--- src/mdp_defines.svh ---
`ifndef MDP_DEFINES_SVH
`define MDP_DEFINES_SVH

// register byte offsets
`define MDP_OFS_CTRL 8'h00
`define MDP_OFS_INSTR 8'h04
`define MDP_OFS_MBUS_IN 8'h08
`define MDP_OFS_SOR 8'h0C
`define MDP_OFS_GLB_IN 8'h10
`define MDP_OFS_STATUS 8'h14
`define MDP_OFS_ACC 8'h18
`define MDP_OFS_GLB_OUT 8'h1C
`define MDP_OFS_QUOT 8'h20
`define MDP_OFS_IDX 8'h24
`define MDP_OFS_MIR 8'h28
`define MDP_OFS_MOR 8'h2C
// instruction word field positions
`define MDP_F_OUT 0
`define MDP_F_IYLD 1
`define MDP_F_FSM 2
`define MDP_F_COEF 3
`define MDP_F_AIP 4
`define MDP_F_QST 5
`define MDP_F_LE 6
`define MDP_F_CADD 7
`define MDP_F_MBUS_LO 8
`define MDP_F_MBUS_HI 9
`define MDP_F_SUB 10
`define MDP_F_ACCLD 11
// control bits
`define MDP_C_XSYNC 0
`define MDP_C_SWRST 1
// widths and reset values
`define MDP_DW 16
`define MDP_GW 8
`define MDP_IXW 6
`define MDP_MOR_RST 16'hFFFF
`define MDP_PS_BITS 4'h8
`define MDP_SMAX 16'h7FFF
`define MDP_SMIN 16'h8000

`endif

--- src/mdp_pkg.sv ---
package mdp_pkg;
  // transfer bus source select
  typedef enum logic [1:0] {
    MDP_MB_ACC = 2'h0,
    MDP_MB_MOR = 2'h1,
    MDP_MB_GLB = 2'h3
  } mdp_mbus_sel_t;
  // coefficient serialiser state, gray along idle-shift-last
  typedef enum logic [1:0] {
    MDP_PS_IDLE = 2'h0,
    MDP_PS_SHIFT = 2'h1,
    MDP_PS_LAST = 2'h3
  } mdp_ps_st_t;
endpackage

--- src/mdp_ps_conv.sv ---
`timescale 1ns/10ps
`default_nettype none
`include "mdp_defines.svh"
// parallel-to-serial coefficient converter, msb first
module mdp_ps_conv (
  // clock and reset
  input wire logic clk,
  input wire logic nrst,
  // load side
  input wire logic load,
  input wire logic step, // one instruction executed
  input wire logic [`MDP_GW-1:0] word,
  // serial side
  output logic bit_out,
  output logic busy
);
  import mdp_pkg::*;
  logic [`MDP_GW-1:0] sh_ff; // remaining bits
  logic [3:0] cnt_ff; // bits left to present
  mdp_ps_st_t st_ff;
  // one bit per instruction until the word is spent; bus waits never eat bits
  always_ff @(posedge clk) begin
    if (!nrst) begin
      sh_ff <= '0;
      cnt_ff <= 4'h0;
      st_ff <= MDP_PS_IDLE;
    end else if (load) begin
      sh_ff <= word;
      cnt_ff <= `MDP_PS_BITS;
      st_ff <= MDP_PS_SHIFT;
    end else if (step) begin
      case (st_ff)
        MDP_PS_SHIFT: begin
          sh_ff <= {sh_ff[`MDP_GW-2:0], 1'b0};
          cnt_ff <= cnt_ff - 4'h1;
          if (cnt_ff == 4'h2) begin
            st_ff <= MDP_PS_LAST;
          end
        end
        MDP_PS_LAST: begin
          sh_ff <= '0;
          cnt_ff <= 4'h0;
          st_ff <= MDP_PS_IDLE;
        end
        default: st_ff <= MDP_PS_IDLE;
      endcase
    end
  end
  // the msb goes out the very cycle after load
  assign bit_out = (st_ff != MDP_PS_IDLE) & sh_ff[`MDP_GW-1];
  assign busy = (st_ff != MDP_PS_IDLE);
  a_ps_count: assert property (@(posedge clk) disable iff (!nrst)
    load |=> busy && cnt_ff == `MDP_PS_BITS) else $error("coef bit count wrong");
  a_ps_end: assert property (@(posedge clk) disable iff (!nrst)
    st_ff == MDP_PS_LAST && step && !load |=> !busy) else $error("coef not spent");
endmodule
`default_nettype wire

--- src/mdp_datapath.sv ---
// Design decisions made here: the register offsets and the AXI4-Lite interface to the registers.
`timescale 1ns/10ps
`default_nettype none
`include "mdp_defines.svh"
// Summary of operation
// - output op drives transfer bus to global
// - index load takes transfer bus value
// - array global indexed by sample/iteration index
// - new sample index usable two instructions later
// - state-machine op sets flag from sign
// - coefficient loads serialiser, sign bit first
// - coefficient is two's complement fraction; the adder weights its msb +1 like the other bits
// - one bit adds shift register, zero holds
// - serial coefficient only from a global
// - wide word truncated to global msbs
// - quotient store ends division, writes global
// - conditional step shifts positive-result bit
// - dividend sign routed into quotient automatically
// - sign-magnitude quotient stored as two's complement
// - one quotient bit per step, global width
// - unspecified fields use idle defaults
// - reset starts sample at first instruction
// - synced subroutines padded with idle steps
// - coupled slave data reaches master in time
// - write latch transparent, holds until enable
// - adder saturates on overflow
module mdp_datapath (
  // clock and reset
  input wire logic clk,
  input wire logic nrst,
  // axi4-lite write address
  input wire logic [7:0] s_axi_awaddr,
  input wire logic s_axi_awvalid,
  output logic s_axi_awready,
  // axi4-lite write data
  input wire logic [31:0] s_axi_wdata,
  input wire logic [3:0] s_axi_wstrb,
  input wire logic s_axi_wvalid,
  output logic s_axi_wready,
  // axi4-lite write response
  output logic [1:0] s_axi_bresp,
  output logic s_axi_bvalid,
  input wire logic s_axi_bready,
  // axi4-lite read address
  input wire logic [7:0] s_axi_araddr,
  input wire logic s_axi_arvalid,
  output logic s_axi_arready,
  // axi4-lite read data
  output logic [31:0] s_axi_rdata,
  output logic [1:0] s_axi_rresp,
  output logic s_axi_rvalid,
  input wire logic s_axi_rready,
  // external sample reset pin
  input wire logic ext_sample_rst,
  // global store port
  output logic [`MDP_GW-1:0] glb_wdata,
  output logic [`MDP_IXW-1:0] glb_index,
  output logic glb_we,
  // sequencer position
  output logic [7:0] pc
);
  import mdp_pkg::*;
  // register copies
  logic [31:0] ctrl_ff; // sync mode and soft reset
  logic [`MDP_DW-1:0] mbus_in_ff; // memory value offered to mor
  logic [`MDP_DW-1:0] sor_ff; // shift output register
  logic [`MDP_GW-1:0] glb_in_ff; // incoming global word
  logic [`MDP_DW-1:0] acc_ff; // accumulator
  logic [`MDP_DW-1:0] mor_ff; // memory output register
  logic [`MDP_DW-1:0] mir_ff; // write latch
  logic [`MDP_IXW-1:0] sample_index_ff; // sample index
  logic [`MDP_IXW-1:0] sample_index_pend_ff; // sample index in flight
  logic sample_index_pend_v_ff; // pending load flag
  logic [`MDP_IXW-1:0] iteration_index_ff; // iteration index
  logic cflag_ff; // condition flag
  logic [`MDP_GW-1:0] quot_ff; // quotient collector
  logic [`MDP_GW-1:0] quot_st_ff; // stored quotient
  logic [1:0] sgn_hist_ff; // sor sign history
  logic qsign_ff; // dividend sign
  logic div_act_ff; // division in progress
  logic [`MDP_GW-1:0] glb_wdata_ff;
  logic glb_we_ff;
  logic [`MDP_IXW-1:0] glb_index_ff;
  logic [7:0] pc_ff;
  logic xr_s1_ff, xr_s2_ff, xr_s3_ff; // pin synchroniser and edge
  // one instruction strobe per accepted instruction write
  logic exec;
  logic [31:0] ins;
  logic coef_bit, ps_busy;
  logic [`MDP_DW-1:0] mbus, abus, bbus;
  logic [`MDP_DW:0] sum_w;
  logic [`MDP_DW-1:0] sum_sat;
  logic sample_start;
  // bus handshake state
  logic aw_ff, w_ff, bv_ff, rv_ff;
  logic [7:0] awa_ff, ara_ff;
  logic [31:0] wd_ff, rd_ff;
  logic wr_go;
  logic [31:0] rd_mux;
  logic rd_hit;

  // write side: latch address and data independently
  always_ff @(posedge clk) begin
    if (!nrst) begin
      aw_ff <= 1'b0;
      w_ff <= 1'b0;
      awa_ff <= 8'h00;
      wd_ff <= 32'h00000000;
    end else begin
      if (s_axi_awvalid && s_axi_awready) begin
        aw_ff <= 1'b1;
        awa_ff <= s_axi_awaddr;
      end else if (wr_go) begin
        aw_ff <= 1'b0;
      end
      if (s_axi_wvalid && s_axi_wready) begin
        w_ff <= 1'b1;
        wd_ff <= s_axi_wdata;
      end else if (wr_go) begin
        w_ff <= 1'b0;
      end
    end
  end
  assign s_axi_awready = !aw_ff && !bv_ff;
  assign s_axi_wready = !w_ff && !bv_ff;
  assign wr_go = aw_ff && w_ff && !bv_ff;
  // response follows both halves
  always_ff @(posedge clk) begin
    if (!nrst) begin
      bv_ff <= 1'b0;
    end else if (wr_go) begin
      bv_ff <= 1'b1;
    end else if (s_axi_bready) begin
      bv_ff <= 1'b0;
    end
  end
  assign s_axi_bvalid = bv_ff;
  assign s_axi_bresp = 2'h0;
  assign exec = wr_go && (awa_ff == `MDP_OFS_INSTR);
  assign ins = wd_ff;

  // control and operand registers from software
  always_ff @(posedge clk) begin
    if (!nrst) begin
      ctrl_ff <= 32'h00000000;
      mbus_in_ff <= 16'h0000;
      glb_in_ff <= 8'h00;
    end else if (wr_go) begin
      case (awa_ff)
        `MDP_OFS_CTRL: ctrl_ff <= {30'h0, wd_ff[1:0]};
        `MDP_OFS_MBUS_IN: mbus_in_ff <= wd_ff[`MDP_DW-1:0];
        `MDP_OFS_GLB_IN: glb_in_ff <= wd_ff[`MDP_GW-1:0];
        default: ctrl_ff <= {ctrl_ff[31:2], 1'b0, ctrl_ff[0]}; // soft reset self-clears
      endcase
    end else begin
      ctrl_ff[`MDP_C_SWRST] <= 1'b0;
    end
  end

  // external reset pin passes two flops before use
  always_ff @(posedge clk) begin
    if (!nrst) begin
      xr_s1_ff <= 1'b0;
      xr_s2_ff <= 1'b0;
      xr_s3_ff <= 1'b0;
    end else begin
      xr_s1_ff <= ext_sample_rst;
      xr_s2_ff <= xr_s1_ff;
      xr_s3_ff <= xr_s2_ff;
    end
  end
  // with external sync only the pin starts samples
  assign sample_start = ctrl_ff[`MDP_C_XSYNC] ? (xr_s2_ff && !xr_s3_ff)
                                              : ctrl_ff[`MDP_C_SWRST];

  // sequencer position and iteration index
  always_ff @(posedge clk) begin
    if (!nrst || sample_start) begin
      pc_ff <= 8'h00;
      iteration_index_ff <= '0;
    end else if (exec) begin
      pc_ff <= pc_ff + 8'h01;
      if (ins[`MDP_F_SUB] && pc_ff == 8'h00) begin
        iteration_index_ff <= iteration_index_ff + 6'h01;
      end
    end
  end
  assign pc = pc_ff;

  // transfer bus mux; accumulator when unspecified
  always_comb begin
    case (mdp_mbus_sel_t'(ins[`MDP_F_MBUS_HI:`MDP_F_MBUS_LO]))
      MDP_MB_MOR: mbus = mor_ff;
      MDP_MB_GLB: mbus = {glb_in_ff, 8'h00};
      default: mbus = acc_ff;
    endcase
  end

  mdp_ps_conv u_ps (
    .clk(clk),
    .nrst(nrst),
    .load(exec && ins[`MDP_F_COEF]),
    .step(exec),
    .word(glb_in_ff),
    .bit_out(coef_bit),
    .busy(ps_busy)
  );

  // adder: coef-gated sor plus accumulator, fractional msb-first weights
  assign abus = (ins[`MDP_F_CADD] && !coef_bit) ? 16'h0000 : sor_ff;
  assign bbus = ins[`MDP_F_ACCLD] ? 16'h0000 : acc_ff;
  assign sum_w = {abus[`MDP_DW-1], abus} + {bbus[`MDP_DW-1], bbus};
  // clip instead of wrapping, sign from the extra bit
  always_comb begin
    if (sum_w[`MDP_DW] != sum_w[`MDP_DW-1]) begin
      sum_sat = sum_w[`MDP_DW] ? `MDP_SMIN : `MDP_SMAX;
    end else begin
      sum_sat = sum_w[`MDP_DW-1:0];
    end
  end

  // pipeline registers: mor refreshes to default when idle, acc and mir hold
  always_ff @(posedge clk) begin
    if (!nrst) begin
      acc_ff <= 16'h0000;
      mor_ff <= `MDP_MOR_RST;
      mir_ff <= 16'h0000;
    end else if (exec) begin
      mor_ff <= ins[`MDP_F_MBUS_LO] ? mbus_in_ff : `MDP_MOR_RST;
      if (ins[`MDP_F_LE]) begin
        mir_ff <= mbus;
      end
      if (ins[`MDP_F_AIP]) begin
        if (!sum_sat[`MDP_DW-1]) begin
          acc_ff <= sum_sat;
        end
      end else if (ins[`MDP_F_CADD] || ins[`MDP_F_ACCLD]) begin
        acc_ff <= sum_sat;
      end
    end
  end

  // sor steps right one bit per add, else holds
  always_ff @(posedge clk) begin
    if (!nrst) begin
      sor_ff <= 16'h0000;
    end else if (wr_go && awa_ff == `MDP_OFS_SOR) begin
      sor_ff <= wd_ff[`MDP_DW-1:0];
    end else if (exec && (ins[`MDP_F_CADD] || ins[`MDP_F_AIP])) begin
      sor_ff <= {sor_ff[`MDP_DW-1], sor_ff[`MDP_DW-1:1]};
    end
  end

  // sample index loads through a one-instruction delay stage
  always_ff @(posedge clk) begin
    if (!nrst) begin
      sample_index_ff <= '0;
      sample_index_pend_ff <= '0;
      sample_index_pend_v_ff <= 1'b0;
    end else if (exec) begin
      if (sample_index_pend_v_ff) begin
        sample_index_ff <= sample_index_pend_ff;
      end
      sample_index_pend_v_ff <= ins[`MDP_F_IYLD];
      if (ins[`MDP_F_IYLD]) begin
        sample_index_pend_ff <= mbus[`MDP_IXW-1:0];
      end
    end
  end

  // decision flag from accumulator sign, before aip gating
  always_ff @(posedge clk) begin
    if (!nrst) begin
      cflag_ff <= 1'b0;
    end else if (exec && ins[`MDP_F_FSM]) begin
      cflag_ff <= acc_ff[`MDP_DW-1];
    end
  end

  // divider: sign history, collector and store
  always_ff @(posedge clk) begin
    if (!nrst) begin
      sgn_hist_ff <= 2'h0;
      qsign_ff <= 1'b0;
      div_act_ff <= 1'b0;
      quot_ff <= '0;
      quot_st_ff <= '0;
    end else if (exec) begin
      sgn_hist_ff <= {sgn_hist_ff[0], sor_ff[`MDP_DW-1]};
      if (ins[`MDP_F_AIP]) begin
        if (!div_act_ff) begin
          qsign_ff <= sgn_hist_ff[1];
          // first step already yields the top magnitude bit
          quot_ff <= {{(`MDP_GW-1){1'b0}}, !sum_sat[`MDP_DW-1]};
          div_act_ff <= 1'b1;
        end else begin
          quot_ff <= {quot_ff[`MDP_GW-2:0], !sum_sat[`MDP_DW-1]};
        end
      end
      if (ins[`MDP_F_QST]) begin
        div_act_ff <= 1'b0;
        quot_st_ff <= qsign_ff ? (~quot_ff + 8'h01) : quot_ff;
      end
    end
  end

  // global output port, msb-justified truncation
  always_ff @(posedge clk) begin
    if (!nrst) begin
      glb_wdata_ff <= '0;
      glb_we_ff <= 1'b0;
      glb_index_ff <= '0;
    end else begin
      glb_we_ff <= exec && (ins[`MDP_F_OUT] || ins[`MDP_F_QST]);
      if (exec && ins[`MDP_F_QST]) begin
        glb_wdata_ff <= qsign_ff ? (~quot_ff + 8'h01) : quot_ff;
      end else if (exec && ins[`MDP_F_OUT]) begin
        glb_wdata_ff <= mbus[`MDP_DW-1:`MDP_DW-`MDP_GW];
      end
      if (exec) begin
        glb_index_ff <= ins[`MDP_F_SUB] ? iteration_index_ff : sample_index_ff;
      end
    end
  end
  assign glb_wdata = glb_wdata_ff;
  assign glb_we = glb_we_ff;
  assign glb_index = glb_index_ff;
  // idle padding of synced subroutines and coupled return timing are
  // scheduled by the sequencer; this block keeps nop as pure refresh
  // so padded steps leave acc, sor and mir alone but still step the serialiser and sign history

  // read side
  always_comb begin
    rd_hit = 1'b1;
    case (ara_ff)
      `MDP_OFS_CTRL: rd_mux = ctrl_ff;
      `MDP_OFS_STATUS: rd_mux = {28'h0, div_act_ff, ps_busy, coef_bit, cflag_ff};
      `MDP_OFS_SOR: rd_mux = {16'h0, sor_ff};
      `MDP_OFS_ACC: rd_mux = {16'h0, acc_ff};
      `MDP_OFS_GLB_OUT: rd_mux = {24'h0, glb_wdata_ff};
      `MDP_OFS_QUOT: rd_mux = {24'h0, quot_st_ff};
      `MDP_OFS_IDX: rd_mux = {8'h0, pc_ff, 2'h0, iteration_index_ff, 2'h0, sample_index_ff};
      `MDP_OFS_MIR: rd_mux = {16'h0, mir_ff};
      `MDP_OFS_MOR: rd_mux = {16'h0, mor_ff};
      default: begin
        rd_mux = 32'h00000000;
        rd_hit = 1'b0;
      end
    endcase
  end
  // one-cycle read path; unmapped answers decode error
  always_ff @(posedge clk) begin
    if (!nrst) begin
      rv_ff <= 1'b0;
      ara_ff <= 8'h00;
      rd_ff <= 32'h00000000;
    end else if (s_axi_arvalid && s_axi_arready) begin
      ara_ff <= s_axi_araddr;
      rv_ff <= 1'b1;
    end else if (rv_ff && s_axi_rready) begin
      rv_ff <= 1'b0;
    end
  end
  assign s_axi_arready = !rv_ff;
  assign s_axi_rdata = rv_ff ? rd_mux : 32'h00000000;
  assign s_axi_rresp = (rv_ff && !rd_hit) ? 2'h3 : 2'h0;
  assign s_axi_rvalid = rv_ff;

  a_sidx_delay: assert property (@(posedge clk) disable iff (!nrst)
    exec && ins[`MDP_F_IYLD] && !sample_index_pend_v_ff |=>
    sample_index_ff == $past(sample_index_ff)) else $error("index too early");
  a_sat_hold: assert property (@(posedge clk) disable iff (!nrst)
    exec && ins[`MDP_F_CADD] && !ins[`MDP_F_AIP] |=> acc_ff == $past(sum_sat))
    else $error("acc not sum");
  a_mor_dflt: assert property (@(posedge clk) disable iff (!nrst)
    exec && !ins[`MDP_F_MBUS_LO] |=> mor_ff == `MDP_MOR_RST) else $error("mor default");
  a_out_trunc: assert property (@(posedge clk) disable iff (!nrst)
    exec && ins[`MDP_F_OUT] && !ins[`MDP_F_QST] |=> glb_we &&
    glb_wdata == $past(mbus[15:8])) else $error("global out wrong");
  a_flag_sign: assert property (@(posedge clk) disable iff (!nrst)
    exec && ins[`MDP_F_FSM] |=> cflag_ff == $past(acc_ff[15])) else $error("flag");
  a_mir_hold: assert property (@(posedge clk) disable iff (!nrst)
    exec && !ins[`MDP_F_LE] |=> $stable(mir_ff)) else $error("mir moved");
  a_pc_reset: assert property (@(posedge clk) disable iff (!nrst)
    sample_start |=> pc_ff == 8'h00) else $error("pc not reset");
  a_idx_sel: assert property (@(posedge clk) disable iff (!nrst)
    exec && ins[`MDP_F_SUB] |=> glb_index == $past(iteration_index_ff))
    else $error("index sel");
endmodule
`default_nettype wire

--- config.mk ---
export PLATFORM = sky130hd
export DESIGN_NAME = mdp_datapath
export DESIGN_NICKNAME = d
export VERILOG_FILES = /design/src/mdp_pkg.sv /design/src/mdp_ps_conv.sv /design/src/mdp_datapath.sv
export VERILOG_INCLUDE_DIRS = /design/src
export SDC_FILE = /design/constraint.sdc
export NUM_CORES = 1
export LEC_CHECK = 0
export ABC_AREA = 1
export ABC_CLOCK_PERIOD_IN_PS = 3600
export BUFFER_PORTS_ARGS = -buffer_cell sky130_fd_sc_hd__buf_2
export CAP_MARGIN = 20
export CORE_MARGIN = 2
export CORE_UTILIZATION = 59
export DETAILED_ROUTE_END_ITERATION = 12
export GPL_ROUTABILITY_DRIVEN = 0
export PLACE_DENSITY = 0.81
export SLEW_MARGIN = 20
export SYNTH_ARGS = -nofsm -noshare
export SYNTH_HDL_FRONTEND = slang
export SYNTH_SLANG_ARGS = --single-unit
--- constraint.sdc ---
create_clock -name clk -period 3.6 [get_ports clk]
set_clock_uncertainty 0.1 [all_clocks]
set_input_delay 0.18 -clock clk [delete_from_list [all_inputs] [get_ports clk]]
set_output_delay 0.18 -clock clk [all_outputs]
set_load 0.01 [all_outputs]
==> impl_metrics.py, run 1 <==
metrics = {
    "run_status": {
        "outcome": "completed",
    },
    "pwr": {
        "ir_drop_v": 0.000363,
        "internal-power_mw": 3.92,
        "power_frac_clock": 0.476,
        "switchingPower_mw": 1.28,
        "power_mw": 5.20,
        "powerDensity_nw_per_um2": 433,
        "pwr-share-seq": 0.456,
        "p_leak_nw": 5.16,
        "pwr-share-comb": 0.068,
        "switching_share": 0.245,
    },
    "yosys": {
        "netlist_area_sq_um": 10300,
        "synth-edff-count": 0,
        "avgSynthCellArea_sq_um": 7.07,
        "yosys.cell_types.count": 50,
        "syn_inst": 1462,
        "synth-main-ff-cell": "dfxtp_1",
        "seq_area_frac_synth": 0.399,
        "synth_warnings": 0,
        "yosys_register_bits": 206,
        "async_reset_ff_frac": 0,
    },
    "clock_network": {
        "cts_tree": "built",
        "clock_sinks": 206,
        "cts_buffers": 23,
        "clk_pin_slew_worst_paths_ns": 0.06,
        "clk_latency_ns": 0.53,
        "cts_max_path_buffers": 3,
        "root_buffer": "clkbuf_16",
        "htree_levels": 1,
    },
    "critical_path": {
        "path_cells": "nor2_1 > nand3_1 > inv_1 > nand2_1 > buf_4 > inv_1 > a21oi_1 > nand4_1 > nand2_1 > a31oi_1 > buf_2",
        "startpoint_type": "register",
        "slowest_stage": "a31oi_1",
        "path_delay_family": "simple AND/OR/NAND/NOR gates",
        "cp_data_required_time_ns": 3.32,
        "path_max_fanout": 12,
        "worstSetupPathType": "reg2out",
        "cp-end-kind": "primary output",
        "crit_arrival_ns": 3.04,
        "critPathBufInv": 4,
        "crit_path_max_incr_delay_ns": 0.40,
    },
    "timing": {
        "max_freq_mhz": 301,
        "relSlewSlack": 0.377,
        "finalSetupViolCount": 0,
        "fin_setup_tns_ns": 0,
        "rsz0062_at_grt": "no",
        "finalHoldViolCount": 0,
        "fin_crit_sh": 0.921,
        "worst_pin_slew_ns": 0.927,
        "slew_violations": 0,
        "period_needed_ns": 3.32,
    },
    "drt": {
        "routedWlPerCell_um": 17.4,
        "drc": 0,
        "drt_pass1_iterations": 6,
        "ant_nets": 0,
        "drtIter0Drc": 1261,
        "wirelength_um": 31500,
        "via_per_inst": 5.94,
        "vias": 10720,
    },
    "finish": {
        "final_cells": 1806,
        "fin_nets": 1647,
        "drive_gt1_frac": 0.115,
        "diodes": 0,
        "area_growth_pct": 16.3,
    },
    "global_route": {
        "grt.total_usage": 0.335,
        "antenna_found_initial": 1,
        "grt_pass1_wl_um": 49300,
        "grt_pass1_vias": 9610,
        "grt_max_degree": 71,
        "grt_overflow": 0,
    },
    "floorplanning": {
        "dieWidth_um": 136,
        "ios": 124,
        "fp.dieH_um": 136,
        "start_util": 0.600,
        "die_area_sq_um": 18600,
        "core_area_sq_um": 17200,
        "rows": 48,
    },
    "worst_hold_path": {
        "hp-class": "in2reg",
    },
    "run": {
        "max-cap-violations": 0,
    },
    "place": {
        "numPortBuffers": 93,
        "dpl.cell_count": 1729,
        "dp_hpwl_um": 21900,
    },
}
## worst paths after layout
check / startpoint / to / slack (ns) / cells after the start
worst max-delay path: ara_ff[0]$_SDFFE_PN0P_ / s_axi_rdata[11] / 0.28 / 11
worst min-delay path: nrst / xr_s3_ff$_SDFF_PN0_ / 0.08 / 3
worst min register to register: xr_s1_ff$_SDFF_PN0_ / xr_s2_ff$_SDFF_PN0_ / 0.31 / 2
worst max register to register: u_ps.st_ff[0]$_SDFFE_PN0P_ / acc_ff[9]$_SDFFE_PN0P_ / 0.45 / 17
## through the flow
| stage | worst slack (ns) | utilization | cell area [sq um] | hold WS [ns] |
|---|---|---|---|---|
| after floorplan | 0.822 | - | 10400 | 0.178 |
| after global placement | 0.329 | 0.630 | 10900 | 0.270 |
| after detailed placement | 0.265 | 0.630 | 10900 | 0.270 |
| after CTS | 0.233 | 0.697 | 12000 | 0.0677 |
| after global routing | 0.0916 | 0.697 | 12000 | 0.120 |
| final | 0.283 | 0.697 | 12000 | 0.0785 |
## sequential cells by signal, indices dropped and copies added (netlist names), 6 cells and up
| register | cells |
|---|---|
| mor_ff | 16 |
| acc_ff | 16 |
| sor_ff | 16 |
| quot_st_ff | 8 |
| ara_ff | 8 |
| glb_index | 6 |
| glb_in_ff | 8 |
| quot_ff | 8 |
| awa_ff | 8 |
| u_ps.sh_ff | 8 |
| sample_index_ff | 6 |
| pc | 8 |
| iteration_index_ff | 6 |
| mir_ff | 16 |
| ins | 16 |
| glb_wdata | 8 |
| mbus_in_ff | 16 |
| sample_index_pend_ff | 6 |
## logic make-up after synthesis
kind of cell	share of synthesized area
compound gates	0.241
simple gates	0.214
fa+ha+maj	0.0286
flops	0.399
other cells	0.000363
xor+xnor	0.00932
buf+inv	0.108
## cell type report
cell class / instances / area, sq um
fillers: 1430 / 5220
multi-input cells: 990 / 5130
flip-flops and latches: 206 / 4120
repair buffers: 141 / 916
inverters: 202 / 761
clock buffers: 31 / 646
well taps: 225 / 282
clock inverters: 11 / 155
## power by group through the flow
| stage | combinational (mW) | clock (mW) | sequential (mW) |
|---|---|---|---|
| after floorplan | 0.232 | 0 | 2.40 |
| after global placement | 0.309 | 0 | 2.42 |
| after detailed placement | 0.315 | 0 | 2.42 |
| after CTS | 0.345 | 2.48 | 2.37 |
| after global routing | 0.387 | 2.58 | 2.37 |
| final | 0.356 | 2.47 | 2.37 |
## per-layer routing
layer	vias up	share of wire	GRT usage	routed length [um]
met3	93	0.11	0.0615	3410
met5	-	0	0	0
met4	0	0.038	0.130	1200
li1	5092	-	-	-
met2	646	0.44	0.534	14000
met1	4889	0.41	0.450	12900
## placed cells by master, fill, tap and decap left out, drive strengths merged, types with 31 or more instances in the layout
cell and n:
o21ai 173, nor2 142, o22ai 40, buf 106, clkbuf 31, a21oi 182, nand2 223, nand3 60
inv 204, dlygate4sd3 35, dfxtp 206
## cell usage after synthesis, types with 3 or more instances
cell | instances | area share
a211oi_1 | 12 | 0.0087
buf_2 | 9 | 0.0044
o22ai_1 | 40 | 0.024
nor2_2 | 3 | 0.0018
inv_2 | 6 | 0.0022
nand2_1 | 218 | 0.079
buf_4 | 15 | 0.011
buf_1 | 3 | 0.0011
nand3b_1 | 7 | 0.0051
a31oi_1 | 15 | 0.0091
a221oi_1 | 12 | 0.010
or2_2 | 6 | 0.0036
nor4_1 | 5 | 0.0030
nor3_1 | 28 | 0.014
a21oi_1 | 181 | 0.088
o21ai_0 | 170 | 0.082
and3_1 | 4 | 0.0024
clkbuf_1 | 44 | 0.016
inv_1 | 195 | 0.071
nand3_1 | 57 | 0.028
nand2_2 | 3 | 0.0018
nor2_1 | 135 | 0.049
o211ai_1 | 15 | 0.011
nand4_1 | 7 | 0.0042
ha_1 | 22 | 0.027
xnor2_1 | 4 | 0.0034
nand3_4 | 3 | 0.0051
dfxtp_1 | 206 | 0.40
xor2_1 | 7 | 0.0059
## worst register-to-register path: stages, from the launching register on
cell	delay, ns
dfxtp_1	0.35
o21ai_2	0.27
nand2_1	0.12
inv_1	0.07
buf_4	0.21
nor2_1	0.07
ha_1	0.37
nand2_1	0.14
inv_1	0.08
nand2_1	0.07
nand2_1	0.06
a21oi_1	0.22
nand2_1	0.11
nand2_1	0.13
nand2_1	0.08
nand2_2	0.27
nand3_1	0.19
a21oi_1	0.17
## timing repair
action                                  CTS  global route
gates resized for setup                   0             3
setup buffers                             0             0
endpoints found under the hold margin    35             0
endpoints found under the setup margin    0            15
hold buffers                             35             0
No activity file was read; power rests on OpenSTA's default activity.
==> inputs of run 2 (changes only) <==
Settings changed: CTS_BUF_LIST set to sky130_fd_sc_hd__clkbuf_8.
==> run 2 against run 1 <==
Highest routed layer unchanged. Core utilization is 0.20 points lower. Cell area is 0.28% lower. Power is 4.1% lower.
==> impl_metrics.py, run 2 (synthesized netlist as in run 1, its figures left out) <==
metrics = {
    "run_status": {
        "outcome": "completed",
    },
    "pwr": {
        "powerDensity_nw_per_um2": 416,
        "power_mw": 4.99,
        "p_leak_nw": 5.21,
        "ir_drop_v": 0.000334,
    },
    "timing": {
        "fin_setup_tns_ns": 0,
        "fin_crit_sh": 0.911,
        "relSlewSlack": 0.333,
        "max_freq_mhz": 305,
        "period_needed_ns": 3.28,
        "finalHoldViolCount": 0,
        "slew_violations": 0,
        "worst_pin_slew_ns": 0.993,
        "worst_slack_ns": 0.322,
        "finalSetupViolCount": 0,
        "rsz0062_at_grt": "no",
    },
    "clock_network": {
        "htree_levels": 2,
        "clk_latency_ns": 0.55,
        "cts_tree": "built",
        "clock_sinks": 206,
        "cts_max_path_buffers": 3,
        "cts_buffers": 37,
        "root_buffer": "clkbuf_8",
        "clk_pin_slew_worst_paths_ns": 0.06,
    },
    "global_route": {
        "use_met2": 0.528,
        "grt_max_degree": 71,
        "grt_use_met3": 0.0701,
        "antenna_found_initial": 0,
        "grt.total_usage": 0.335,
        "grt.busiest_layer": "met2",
        "grt_pass1_wl_um": 49100,
        "grt_pass1_vias": 9607,
        "grt_use_met1": 0.447,
        "grt_overflow": 0,
    },
    "place": {
        "numPortBuffers": 93,
        "dp_hpwl_um": 21900,
        "pre_cts_slack_ns": 0.265,
    },
    "critical_path": {
        "slowest_stage": "a21oi_1",
        "crit_end": "s_axi_rdata[13]",
        "crit_arrival_ns": 3.00,
        "cp_data_required_time_ns": 3.32,
        "path_max_fanout": 12,
        "regToRegSetupSlack_ns": 0.44,
        "reg2reg_depth": 17,
        "rr_startpoint": "u_ps.st_ff[0]$_SDFFE_PN0P_",
        "crit_path_start": "ara_ff[0]$_SDFFE_PN0P_",
        "startpoint_type": "register",
        "cp-end-kind": "primary output",
        "crit-reg2reg-capture": "acc_ff[9]$_SDFFE_PN0P_",
        "crit_path_max_incr_delay_ns": 0.37,
        "worstSetupPathType": "reg2out",
        "path_cells": "nor2_1 > nand3_1 > inv_1 > nand2_1 > buf_4 > inv_1 > a21oi_1 > nand4_1 > nand2_1 > a21oi_1 > buf_2",
    },
    "worst_hold_path": {
        "hp-class": "in2reg",
        "whs_path_depth": 3,
        "hp-start": "nrst",
    },
    "finish": {
        "fin_nets": 1661,
        "layout_common_cells": "nand2_1, inv_1, dfxtp_1",
        "final_common_cell": "nand2_1",
        "area_growth_pct": 15.9,
        "drive_gt1_frac": 0.123,
        "fillers": 1442,
        "diodes": 0,
    },
    "floorplanning": {
        "ios": 124,
        "fp.dieH_um": 136,
        "core_area_sq_um": 17200,
        "die_area_sq_um": 18600,
        "rows": 48,
        "start_util": 0.600,
        "dieWidth_um": 136,
    },
    "drt": {
        "via_per_inst": 5.84,
        "ant_nets": 0,
        "routedWlPerCell_um": 17.2,
        "wirelength_um": 31500,
        "drt_pass1_iterations": 6,
        "vias": 10689,
        "drc": 0,
        "drtIter0Drc": 1381,
    },
    "run": {
        "max-cap-violations": 0,
    },
}
[run 2: cell count changes in the layout (fill, tap and decap cells not counted), sizes merged]
cell and delta:
inv +11, clkinvlp -1, bufinv -2, clkinv -2
clkbuf +17
[run 2: worst min path at each step]
stage,end,slack [ns]
2_1_floorplan,xr_s1_ff$_SDFF_PN0_,0.18
5_1_grt,xr_s3_ff$_SDFF_PN0_,0.10
4_1_cts,xr_s3_ff$_SDFF_PN0_,0.06
3_3_place_gp,xr_s1_ff$_SDFF_PN0_,0.27
6_report,xr_s3_ff$_SDFF_PN0_,0.07
3_5_place_dp,xr_s1_ff$_SDFF_PN0_,0.27
[run 2: per-stage QoR]
step / instance area [sq um] / hold WS, ns / std cells / util
6_report: 12000 / 0.0718 / 1829 / 0.695
5_1_grt: 12000 / 0.101 / 1829 / 0.695
3_3_place_gp: 10900 / 0.270 / 1729 / 0.630
3_5_place_dp: 10900 / 0.270 / 1729 / 0.630
4_1_cts: 12000 / 0.0563 / 1829 / 0.695
2_1_floorplan: 10400 / 0.178 / 1471 / -
[run 2: critical path: cells and delay by family (launching register included)]
kind            cells  cell delay, ns
buf+inv             4            0.78
flops               1            0.31
simple gates        5            0.92
compound gates      2            0.45
[run 2: area by class of cell]
class,instances,area [sq um],share of cell area
multi-input cells,990,5130,0.428
flip-flops and latches,206,4120,0.344
repair buffers,141,916,0.0764
inverters,202,761,0.0635
clock buffers,48,661,0.0551
well taps,225,282,0.0235
clock inverters,17,106,0.00888
[run 2: metal layers]
metal | vias to the layer above | part of all wire
met3 | 106 | 0.11
met1 | 4852 | 0.40
li1 | 5104 | -
met4 | 0 | 0.042
met5 | - | 0
met2 | 627 | 0.44
[run 2: timing repair]
action	4_1_cts	5_1_grt
setup buffers	0	0
endpoints found under the hold margin	35	0
setup endpoints to repair	0	15
gates resized for setup	0	3
hold buffers	35	0
[run 2: power by group]
| part | internal [mW] | leakage [nW] | switching, mW |
|---|---|---|---|
| sequential | 2.32 | 1.67 | 0.0478 |
| clock | 1.27 | 0.440 | 0.989 |
| combinational | 0.114 | 3.10 | 0.242 |
